===== src/include/dtmf_consts.svh =====
`ifndef DTMF_CONSTS_SVH
`define DTMF_CONSTS_SVH
// ==========================================================
// register addresses (register_select_line level)
`define DTMF_ADDR_DATA   1'b0
`define DTMF_ADDR_CTRL   1'b1
// ==========================================================
// control register a fields
`define DTMF_CTLA_TONE_EN 0
`define DTMF_CTLA_CP_MODE 1
`define DTMF_CTLA_IRQ_EN  2
`define DTMF_CTLA_NEXT_B  3
// control register b fields
`define DTMF_CTLB_BURST_N 0
`define DTMF_CTLB_TEST    1
`define DTMF_CTLB_SINGLE  2
`define DTMF_CTLB_COLUMN  3
// status register fields
`define DTMF_ST_IRQ      0
`define DTMF_ST_TXEMPTY  1
`define DTMF_ST_RXFULL   2
`define DTMF_ST_STEER    3
// ==========================================================
// reset values
`define DTMF_CTLA_RST    4'h0
`define DTMF_CTLB_RST    4'h0
`define DTMF_CODE_RST    4'h0
// ==========================================================
// timing
`define DTMF_CLK_KHZ     10000
`define DTMF_BURST_MS    51
`define DTMF_CP_BURST_MS 102
`define DTMF_CNT_W       21
`endif


===== src/include/dtmf_pkg.sv =====
package dtmf_pkg;
  // burst sequencer phases
  typedef enum logic [1:0] {
    DTMF_BT_IDLE,
    DTMF_BT_TONE,
    DTMF_BT_PAUSE
  } dtmf_bt_st_t;

  // burst sequencer state
  typedef struct packed {
    dtmf_bt_st_t st;
    logic [20:0] cnt;
    logic        tone;
    logic        done;
  } dtmf_bt_t;

  // register bank state
  typedef struct packed {
    logic       cs_m;
    logic       cs_n_s;
    logic       wr_m;
    logic       wr_n_s;
    logic       wr_n_d;
    logic       rd_m;
    logic       rd_n_s;
    logic       rd_n_d;
    logic       rs_m;
    logic       rs_s;
    logic [3:0] d_m;
    logic [3:0] d_s;
    logic       cp_m;
    logic       cp_s;
    logic       wr_sel;
    logic       wr_rs;
    logic [3:0] wr_dat;
    logic       rd_sel;
    logic       rd_rs;
    logic [3:0] control_a;
    logic [3:0] control_b;
    logic       sel_b;
    logic [3:0] tx_code;
    logic [3:0] rx_code;
    logic       tx_empty;
    logic       rx_full;
    logic       tx_load;
    logic [3:0] dout;
    logic       doe;
    logic       ev_oe;
    logic       tone_on;
  } dtmf_rg_t;
endpackage : dtmf_pkg


===== src/design/dtmf_burst_timer.sv =====
`timescale 1ns/1ns
`default_nettype none
`include "dtmf_consts.svh"
// ==========================================================
// burst sequencer: equal tone and pause, then a done pulse
module dtmf_burst_timer import dtmf_pkg::*; #(
  parameter logic [20:0] BURST_CYC =
    21'(`DTMF_BURST_MS * `DTMF_CLK_KHZ),
  parameter logic [20:0] LONG_CYC  =
    21'(`DTMF_CP_BURST_MS * `DTMF_CLK_KHZ)
) (
  // clock and reset
  input  wire logic clock_i,
  input  wire logic rst_i,
  // control
  input  wire logic start_i,
  input  wire logic long_i,
  // status
  output logic      tone_o,
  output logic      done_o
);
  dtmf_bt_t q;
  dtmf_bt_t n;
  logic [20:0] len;

  // cp mode doubles both halves
  assign len = long_i ? LONG_CYC : BURST_CYC;

  // next state
  always_comb begin
    n      = q;
    n.done = 1'b0;
    case (q.st)
      DTMF_BT_IDLE: begin
        if (start_i) begin
          n.st   = DTMF_BT_TONE;
          n.cnt  = len - 21'h1;
          n.tone = 1'b1;
        end
      end
      DTMF_BT_TONE: begin
        if (q.cnt == 21'h0) begin
          n.st   = DTMF_BT_PAUSE;
          n.cnt  = len - 21'h1;
          n.tone = 1'b0;
        end else begin
          n.cnt = q.cnt - 21'h1;
        end
      end
      DTMF_BT_PAUSE: begin
        if (q.cnt == 21'h0) begin
          n.st   = DTMF_BT_IDLE;
          n.done = 1'b1;
        end else begin
          n.cnt = q.cnt - 21'h1;
        end
      end
      default: begin
        n = '0;
      end
    endcase
  end

  // state register
  always_ff @(posedge clock_i) begin
    if (rst_i) begin
      q <= '0;
    end else begin
      q <= n;
    end
  end

  assign tone_o = q.tone;
  assign done_o = q.done;
endmodule : dtmf_burst_timer
`default_nettype wire


===== src/design/dtmf_regs.sv =====
// Behaviour
// - select low: write tx code, read rx code; high: control/status
// - rx data register is read only, holds last valid digit code
// - tx data register is write only, code picks the tone pair
// - a control a write with b3 set sends next control write to b, then a
// - status is read only and shows live transceiver state
// - control a b0 low forces tone output off in every mode
// - control a b1 high picks call progress, low picks dtmf mode
// - cp mode with irq enable puts squared received tone on event pin
// - no dtmf digit is detected or reported in cp mode
// - irq in dtmf mode pulls pin low on valid digit or tx ready
// - event pin is open drain, only ever pulls low
// - every access completes without wait states
// - burst mode gives tone and equal pause, 51 or 102 ms, then empty
// - test mode in dtmf mode mirrors delayed steering on event pin
// - control b b2 picks single tone, b3 then column or row
// - status b0 flags b1 or b2; status read clears b0, b1, b2
`timescale 1ns/1ns
`default_nettype none
`include "dtmf_consts.svh"
module dtmf_regs import dtmf_pkg::*; #(
  parameter logic [20:0] BURST_CYC =
    21'(`DTMF_BURST_MS * `DTMF_CLK_KHZ),
  parameter logic [20:0] LONG_CYC  =
    21'(`DTMF_CP_BURST_MS * `DTMF_CLK_KHZ)
) (
  // clock and reset
  input  wire logic       clock_i,
  input  wire logic       rst_i,
  // host bus pins
  input  wire logic       chip_sel_n_i,
  input  wire logic       wr_n_i,
  input  wire logic       rd_n_i,
  input  wire logic       register_select_line_i,
  input  wire logic [3:0] data_i,
  output logic      [3:0] data_o,
  output logic            data_oe_o,
  // event pin, open drain
  output logic            event_tone_pin_o,
  output logic            event_tone_pin_oe_o,
  // receiver datapath
  input  wire logic       rx_digit_valid_i,
  input  wire logic [3:0] rx_digit_code_i,
  input  wire logic       delayed_steer_i,
  input  wire logic       cp_tone_i,
  // transmitter datapath
  output logic      [3:0] tone_code_o,
  output logic            tone_output_enable_o,
  output logic            single_tone_o,
  output logic            column_tone_o,
  output logic            receive_mode_select_o
);
  dtmf_rg_t q;
  dtmf_rg_t n;
  logic     bt_tone;
  logic     bt_done;
  logic     burst_on;
  logic     cp_mode;
  logic     wr_end;
  logic     rd_end;
  logic     dig_ok;
  logic     st_clr;
  logic [3:0] status;

  // strobe end: synchronised level went from low to high
  function automatic logic rise(input logic prev, input logic cur);
    rise = ~prev & cur;
  endfunction : rise

  // ========================================================
  // decode helpers
  assign burst_on = ~q.control_b[`DTMF_CTLB_BURST_N];
  assign cp_mode  = q.control_a[`DTMF_CTLA_CP_MODE];
  assign wr_end   = rise(q.wr_n_d, q.wr_n_s) & q.wr_sel;
  assign rd_end   = rise(q.rd_n_d, q.rd_n_s) & q.rd_sel;
  assign dig_ok   = rx_digit_valid_i & ~cp_mode;
  assign st_clr   = rd_end & (q.rd_rs == `DTMF_ADDR_CTRL);

  // live status view
  assign status = {
    delayed_steer_i,
    q.rx_full,
    q.tx_empty,
    q.rx_full | q.tx_empty
  };

  // ========================================================
  // burst sequencer
  dtmf_burst_timer #(
    .BURST_CYC (BURST_CYC),
    .LONG_CYC  (LONG_CYC)
  ) u_burst (
    .clock_i (clock_i),
    .rst_i   (rst_i),
    .start_i (q.tx_load),
    .long_i  (cp_mode),
    .tone_o  (bt_tone),
    .done_o  (bt_done)
  );

  // ========================================================
  // next state
  always_comb begin
    n         = q;
    n.tx_load = 1'b0;
    // two flops on every bus pin and on cp tone before use
    n.cs_m   = chip_sel_n_i;
    n.cs_n_s = q.cs_m;
    n.wr_m   = wr_n_i;
    n.wr_n_s = q.wr_m;
    n.wr_n_d = q.wr_n_s;
    n.rd_m   = rd_n_i;
    n.rd_n_s = q.rd_m;
    n.rd_n_d = q.rd_n_s;
    n.rs_m   = register_select_line_i;
    n.rs_s   = q.rs_m;
    n.d_m    = data_i;
    n.d_s    = q.d_m;
    n.cp_m   = cp_tone_i;
    n.cp_s   = q.cp_m;

    // track a selected write strobe, keep last data seen
    if (~q.wr_n_s & ~q.cs_n_s) begin
      n.wr_sel = 1'b1;
      n.wr_rs  = q.rs_s;
      n.wr_dat = q.d_s;
    end else if (q.wr_n_s) begin
      n.wr_sel = 1'b0;
    end

    // track a selected read strobe
    if (~q.rd_n_s & ~q.cs_n_s) begin
      n.rd_sel = 1'b1;
      n.rd_rs  = q.rs_s;
    end else if (q.rd_n_s) begin
      n.rd_sel = 1'b0;
    end

    // commit write at strobe end
    if (wr_end) begin
      if (q.wr_rs == `DTMF_ADDR_DATA) begin
        n.tx_code = q.wr_dat;
        n.tx_load = burst_on;
        n.tx_empty = 1'b0;
      end else if (q.sel_b) begin
        n.control_b = q.wr_dat;
        n.sel_b     = 1'b0;
      end else begin
        n.control_a = q.wr_dat;
        n.sel_b     = q.wr_dat[`DTMF_CTLA_NEXT_B];
      end
    end

    // read data drive, only within the read strobe
    n.doe = ~q.cs_n_s & ~q.rd_n_s;
    if (q.rs_s == `DTMF_ADDR_DATA) begin
      n.dout = q.rx_code;
    end else begin
      n.dout = status;
    end

    // sticky flags: status read clears, a new event wins
    if (st_clr) begin
      n.tx_empty = 1'b0;
      n.rx_full  = 1'b0;
    end
    if (~burst_on) begin
      n.tx_empty = 1'b0;
    end else if (bt_done) begin
      n.tx_empty = 1'b1;
    end
    if (dig_ok) begin
      n.rx_code = rx_digit_code_i;
      n.rx_full = 1'b1;
    end

    // tone gate: needs enable bit and, in burst mode, the burst tone phase
    n.tone_on = q.control_a[`DTMF_CTLA_TONE_EN]
              & (~burst_on | bt_tone);

    // event pin pull-down
    if (~cp_mode & q.control_b[`DTMF_CTLB_TEST]) begin
      n.ev_oe = ~delayed_steer_i;
    end else if (~q.control_a[`DTMF_CTLA_IRQ_EN]) begin
      n.ev_oe = 1'b0;
    end else if (cp_mode) begin
      n.ev_oe = ~q.cp_s;
    end else begin
      n.ev_oe = n.rx_full | n.tx_empty;
    end
  end

  // ========================================================
  // state register; no documented reset pin, software must init
  always_ff @(posedge clock_i) begin
    if (rst_i) begin
      q         <= '0;
      q.cs_m    <= 1'b1;
      q.cs_n_s  <= 1'b1;
      q.wr_m    <= 1'b1;
      q.wr_n_s  <= 1'b1;
      q.wr_n_d  <= 1'b1;
      q.rd_m    <= 1'b1;
      q.rd_n_s  <= 1'b1;
      q.rd_n_d  <= 1'b1;
      q.control_a <= `DTMF_CTLA_RST;
      q.control_b <= `DTMF_CTLB_RST;
      q.tx_code <= `DTMF_CODE_RST;
      q.rx_code <= `DTMF_CODE_RST;
    end else begin
      q <= n;
    end
  end

  // ========================================================
  // outputs, all straight from the state register except the event pin level, which is tied low
  assign data_o                = q.dout;
  assign data_oe_o             = q.doe;
  assign event_tone_pin_o      = 1'b0;
  assign event_tone_pin_oe_o   = q.ev_oe;
  assign tone_code_o           = q.tx_code;
  assign tone_output_enable_o  = q.tone_on;
  assign single_tone_o         = q.control_b[`DTMF_CTLB_SINGLE];
  assign column_tone_o         = q.control_b[`DTMF_CTLB_COLUMN];
  assign receive_mode_select_o = q.control_a[`DTMF_CTLA_CP_MODE];
endmodule : dtmf_regs
`default_nettype wire


===== config.mk =====
export PLATFORM = sky130hd
export DESIGN_NAME = dtmf_regs
export DESIGN_NICKNAME = d
export VERILOG_FILES = /design/src/include/dtmf_pkg.sv /design/src/design/dtmf_burst_timer.sv /design/src/design/dtmf_regs.sv
export VERILOG_INCLUDE_DIRS = /design/src /design/src/include
export SDC_FILE = /design/constraint.sdc
export NUM_CORES = 1
export LEC_CHECK = 0
export ABC_AREA = 0
export ABC_CLOCK_PERIOD_IN_PS = 2400
export BUFFER_PORTS_ARGS = -buffer_cell sky130_fd_sc_hd__buf_2
export CAP_MARGIN = 20
export CORE_MARGIN = 2
export CORE_UTILIZATION = 59
export DETAILED_ROUTE_END_ITERATION = 12
export PLACE_DENSITY = 0.75
export SLEW_MARGIN = 15
export SYNTH_ARGS = -nofsm -noshare
export SYNTH_HDL_FRONTEND = slang
export SYNTH_HIERARCHICAL = 1
export SYNTH_SLANG_ARGS = --single-unit

===== constraint.sdc =====
create_clock -name clock_i -period 2.4 [get_ports clock_i]
set_input_delay 0.48 -clock clock_i [delete_from_list [all_inputs] [get_ports clock_i]]
set_output_delay 0.48 -clock clock_i [all_outputs]
set_load 0.03 [all_outputs]

==> results of run 1 <==
## cells by family after synthesis
kind of cell               after synthesis  share of synthesized area [%]
and+or+nand+nor                        161                           24.0
AOI/OAI and AO/OA                      107                           19.1
DFF                                     79                           43.3
buffers and inverters                   47                           6.30
muxes                                   16                           4.38
xor gates and xnor gates                 9                           2.16
adders and majority gates                2                          0.685
other                                    1                          0.103
## layout by cell type (no fill, tap or decap), types with 4 or more instances in the layout
cell and n:
dfxtp_1 79, nor2_1 56, a21oi_1 35, buf_2 30, nand2_1 26, o21ai_0 19, nor2b_1 16, mux2i_1 16
inv_1 14, buf_4 14, nand3_1 11, nor3_1 10, clkbuf_8 10, or2_2 8, o21ai_1 8, xnor2_1 7
a31oi_1 7, nor3b_1 4, a211oi_1 4, o21bai_1 4, nor4_1 4
## repair_timing
item	in CTS	in global routing
setup buffers	0	0
endpoints found under the setup margin	0	2
resized for setup	0	1
## through the flow
stage	util, %	cell area (um^2)	hold WS, ns
floorplan	-	3650	0.389
global placement	64.2	3830	0.392
detailed placement	64.2	3830	0.393
CTS	67.4	4020	0.298
global route	67.5	4020	0.298
finish	67.5	4020	0.307
## cell type report
cell class,count,share of cell area (%)
Multi-Input combinational cell,296,46.0
Inverter,14,1.31
Sequential cell,79,39.3
Timing Repair Buffer,44,6.35
Clock buffer,10,3.42
Clock inverter,6,1.28
Tap cell,75,2.33
## worst max-delay path: stages, from the launching register on
cell and delay [ns]:
dfxtp_1 0.40, nor4_4 0.42, nand4_4 0.25, or2_1 0.52, and3_1 0.28, a21oi_1 0.13, o221ai_1 0.12
## final timing paths
kind / start / to / slack, ns / depth (start not counted)
setup / recovery: u_burst/q[10] / u_burst/q[6] / 0.15 / 6
hold / removal: chip_sel_n_i / n[53] / 0.31 / 2
setup reg to reg: u_burst/q[10] / u_burst/q[6] / 0.15 / 6
hold reg to reg: n[48] / n[47] / 0.41 / 1
## power by group
| part | total, W | switching [W] | internal (W) |
|---|---|---|---|
| clock | 0.000943 | 0.000521 | 0.000423 |
| combinational | 0.000168 | 0.000104 | 0.0000640 |
| sequential | 0.00135 | 0.0000162 | 0.00134 |
| total | 0.00246 | 0.000641 | 0.00182 |
## flip-flops by register name, summed over array words and instances (netlist names)
| register | cells |
|---|---|
| data_oe_o | 1 |
| n | 11 |
| receive_mode_select_o | 1 |
| u_burst/done_o | 1 |
| single_tone_o | 1 |
| q | 29 |
| tone_code_o | 4 |
| event_tone_pin_oe_o | 1 |
| column_tone_o | 1 |
| tone_output_enable_o | 1 |
| u_burst/q | 23 |
| data_o | 4 |
| u_burst/tone_o | 1 |
## cells in the mapped netlist (2+ instances only)
cell type  count
a31oi_1        7
or2_2          8
nor4_1         5
mux2i_1       16
a211oi_1       4
xnor2_1        7
o221ai_1       3
nand3_1       11
buf_2          3
a311oi_1       3
nor3_2         3
dfxtp_1       79
or3_1          2
o211ai_1       2
buf_4          9
o21bai_1       4
nor3_1        10
o31ai_1        2
xor2_1         2
a22oi_1        2
o21ai_1        8
nor2b_1       16
nor2_1        56
nand2_1       26
a2111oi_0      2
nand4b_1       2
or4_1          2
nor3b_1        4
o21ai_0       19
clkbuf_1      18
a21oi_1       35
nand2b_1       2
ha_1           2
buf_6          2
nor3b_2        2
o32ai_1        2
nor4_4         2
inv_1         14
## metal layers
metal | vias up | track usage (%) | part of all wire [%]
met5 | - | 0 | 0
met4 | 0 | 10.0 | 1.8
met3 | 17 | 4.67 | 6.2
met2 | 117 | 38.7 | 45
met1 | 1410 | 36.1 | 47
li1 | 1522 | - | -
==> results_dict.tcl, run 1 <==
set metrics [dict create \
    drc 0 \
    finalMaxSlewViolations 0 \
    antenna_found_initial 0 \
    routed_wl_um 8170 \
    die_x_um 82.7 \
    max_clock_freq_ghz 0.445 \
    clk_latency_ns 0.35 \
    grtUsageTotal_pct 25.6 \
    hold_viol 0 \
    io_pins 32 \
    synth_top_area_share_pct 43.3 \
    fin_skew_ns 0.00982 \
    rsz0062_at_grt "false" \
    synth.distinct_cells 64 \
    grt_pass1_wl_um 13300 \
    first_global_vias 2743 \
    yosys_most_used_dff "dfxtp_1" \
    place_ws_ns 0.165 \
    h-tree-depth 3 \
    final-setup-viol-count 0 \
    gp_congestion 0.940 \
    holdBufCountCts 0 \
    cts_tree "done" \
    final_antenna_net_count 0 \
    multiInputGateArea_um2 1850 \
    crit_fanout 16 \
    dp_cells 508 \
    avgSynthCellArea_um2 8.66 \
    cts-root-buf "clkbuf_8" \
    fin_setup_tns_ns 0 \
    synth_area_leaders "dfxtp_1, nor2_1, a21oi_1, mux2i_1, nor2b_1" \
    wl_per_cell_um 15.6 \
    grt_max_degree 59 \
    area_growth_pct 10.0 \
    clock-sinks 79 \
    n_fill_cell 497 \
    tightest_slew_ns 0.599 \
    async_flop_share_pct 0 \
    clockBufferDepth 2 \
    diodes 0 \
    grt_overflow 0 \
    holdCritPathClass "input port to flop" \
    startpoint_type "flop" \
    dieArea_um2 6840 \
    drive_gt1_share_pct 18.9 \
    start_util_pct 61.4 \
    yosysTopAreaCell "dfxtp_1" \
    path_clk_slew_ns 0.09 \
    syn-num-nets 441 \
    dr.pass1.iters 5 \
    die_h_um 82.7 \
    seqCellArea_um2 1580 \
    drt_iter0_drc 201 \
    critical_path_class "flop to flop" \
    ys_ff_latch 79 \
    yosysWarnings 6 \
    io_buffers 30 \
    p_leak_nw 1.54 \
    period_minus_slack_ns 2.25 \
    rows 28 \
    status "completed" \
    yosysSeqAreaShare_pct 43.3 \
    total_power_w 0.00246 \
    core-area_um2 5960 \
    slew_headroom_pct 60.0 \
    synth_edf_count 0 \
    peakVddDrop_uv 454 \
    critPathRequiredTime_ns 2.61 \
    cts-buffers-inserted 9 \
    fin_ws_ns 0.153 \
    synth_area_um2 3650 \
    critPathArrivalTime_ns 2.45 \
    stdcell_count 524 \
    powerDensity_nw_per_um2 613 \
    fin_crit_sh_pct 93.6 \
    endpoint_kind "flop" \
    place_hpwl_um 5670 \
    nNetsFinal 463 \
    syn_inst 422 \
    drv_cap 0 \
    via_per_inst 5.85 \
    vias 3066 \
]
No activity file was read; power rests on OpenSTA's default activity.
==> run 2, diff against run 1 <==
- CORE_MARGIN: 2 -> 1.5
==> results_dict.tcl, run 2 (synthesis results as in run 1) <==
set metrics [dict create \
    status "completed" \
    final_antenna_net_count 0 \
    vias 3081 \
    n_fill_cell 469 \
    hold_viol 0 \
    min-delay-start "chip_sel_n_i" \
    period_minus_slack_ns 2.25 \
    io_buffers 30 \
    p_leak_nw 1.52 \
    nNetsFinal 462 \
    rows 28 \
    cts-root-buf "clkbuf_8" \
    max_clock_freq_ghz 0.444 \
    dr.pass1.iters 5 \
    path_clk_slew_ns 0.08 \
    area_growth_pct 9.79 \
    die_x_um 81.7 \
    holdPathStages 2 \
    rsz0062_at_grt "false" \
    drc 0 \
    io_pins 32 \
    gp_congestion 0.910 \
    drive_gt1_share_pct 18.3 \
    first_global_vias 2636 \
    regMostFlops "q" \
    largest_reg_flops 29 \
    h-tree-depth 3 \
    cts_resized 0 \
    wl_per_cell_um 14.8 \
    diodes 0 \
    multiInputGateArea_um2 1840 \
    critPathArrivalTime_ns 2.46 \
    cts-buffers-inserted 9 \
    dieArea_um2 6680 \
    die_h_um 81.7 \
    cts_tree "done" \
    seqCellArea_um2 1580 \
    final-setup-viol-count 0 \
    grt_overflow 0 \
    peakVddDrop_uv 608 \
    drv_cap 0 \
    total_power_w 0.00242 \
    grtUsageTotal_pct 24.8 \
    antenna_found_initial 0 \
    endpoint_kind "flop" \
    start_util_pct 61.4 \
    layout_commonest_cell "dfxtp_1" \
    fin_skew_ns 0.00894 \
    layout_common_cells "dfxtp_1, nor2_1, a21oi_1" \
    routed_wl_um 7760 \
    place_hpwl_um 5370 \
    grt_pass1_wl_um 12500 \
    holdCritPathClass "input port to flop" \
    fin_setup_tns_ns 0 \
    post-cts-setup-buffer-count 0 \
    reg2reg_from "u_burst/q[6]" \
    reg2reg_slack_ns 0.15 \
    tightest_slew_ns 0.569 \
    fin_crit_sh_pct 93.9 \
    slew_headroom_pct 62.1 \
    clk_latency_ns 0.34 \
    powerDensity_nw_per_um2 603 \
    core-area_um2 5960 \
    finalMaxSlewViolations 0 \
    startpoint_type "flop" \
    critical_path_class "flop to flop" \
    rr_worst_depth 6 \
    clock-sinks 79 \
    crit_fanout 16 \
    clockBufferDepth 2 \
    grt_max_degree 65 \
    holdPathEnd "n[53]" \
    via_per_inst 5.89 \
    r2r-end "u_burst/q[6]" \
    holdBufCountCts 0 \
    drt_iter0_drc 253 \
    critPathRequiredTime_ns 2.61 \
]
## run 2: changes by cell type in the layout (fill, tap and decap cells not counted)
| cell | previous run | this run |
|---|---|---|
| nor4_2 | 2 | 1 |
| inv_8 | 1 | 0 |
| buf_12 | 0 | 1 |
| buf_4 | 14 | 12 |
| clkbuf_1 | 0 | 1 |
| inv_6 | 3 | 2 |
| nor4_1 | 4 | 5 |
| clkinv_4 | 1 | 0 |
| clkinvlp_4 | 0 | 3 |
| clkinv_2 | 1 | 0 |
## run 2: worst max-delay path by stage
stage / slack, ns / depth (start not counted) / start / endpoint
after global routing: 0.06 / 6 / u_burst/q[6] / u_burst/q[13]
after global placement: 0.25 / 6 / u_burst/q[6] / u_burst/q[6]
after floorplan: 0.46 / 8 / u_burst/q[10] / u_burst/q[7]
final: 0.15 / 6 / u_burst/q[6] / u_burst/q[6]
after detailed placement: 0.20 / 6 / u_burst/q[6] / u_burst/q[6]
after CTS: 0.19 / 6 / u_burst/q[6] / u_burst/q[6]
## run 2: final cells by class
| class | instances | area share, % |
|---|---|---|
| timing repair buffer | 43 | 6.49 |
| sequential | 79 | 39.4 |
| clock buffer | 11 | 3.52 |
| tap | 75 | 2.34 |
| multi-input combinational | 296 | 45.9 |
| inverter | 14 | 1.31 |
| clock inverter | 5 | 0.998 |
## run 2: metal layers
layer | up-vias | GRT usage, % | routed length, um
met5 | - | 0 | 0
met4 | 0 | 8.64 | 91
met3 | 10 | 7.22 | 550
met2 | 123 | 37.2 | 3450
met1 | 1432 | 34.0 | 3670
li1 | 1516 | - | -
## run 2: metrics by stage
stage | hold WS [ns] | setup WS, ns | area [um^2] | std cells | utilization (%)
floorplan | 0.389 | 0.457 | 3650 | 422 | -
global placement | 0.391 | 0.245 | 3830 | 507 | 64.3
detailed placement | 0.393 | 0.197 | 3830 | 507 | 64.3
CTS | 0.302 | 0.189 | 4010 | 523 | 67.4
global route | 0.302 | 0.0552 | 4010 | 523 | 67.4
finish | 0.311 | 0.146 | 4010 | 523 | 67.4
## run 2: critical path: stages, from the launching register on
cell,delay [ns]
dfxtp_1,0.40
nor4_4,0.47
nand4_4,0.24
or2_1,0.50
and3_1,0.27
a21oi_1,0.12
o221ai_1,0.12
## run 2: power breakdown
group | switching, W | internal (W) | total, W
Clock | 0.000487 | 0.000411 | 0.000898
Combinational | 0.000104 | 0.0000663 | 0.000170
Sequential | 0.0000158 | 0.00134 | 0.00135
Total | 0.000606 | 0.00181 | 0.00242
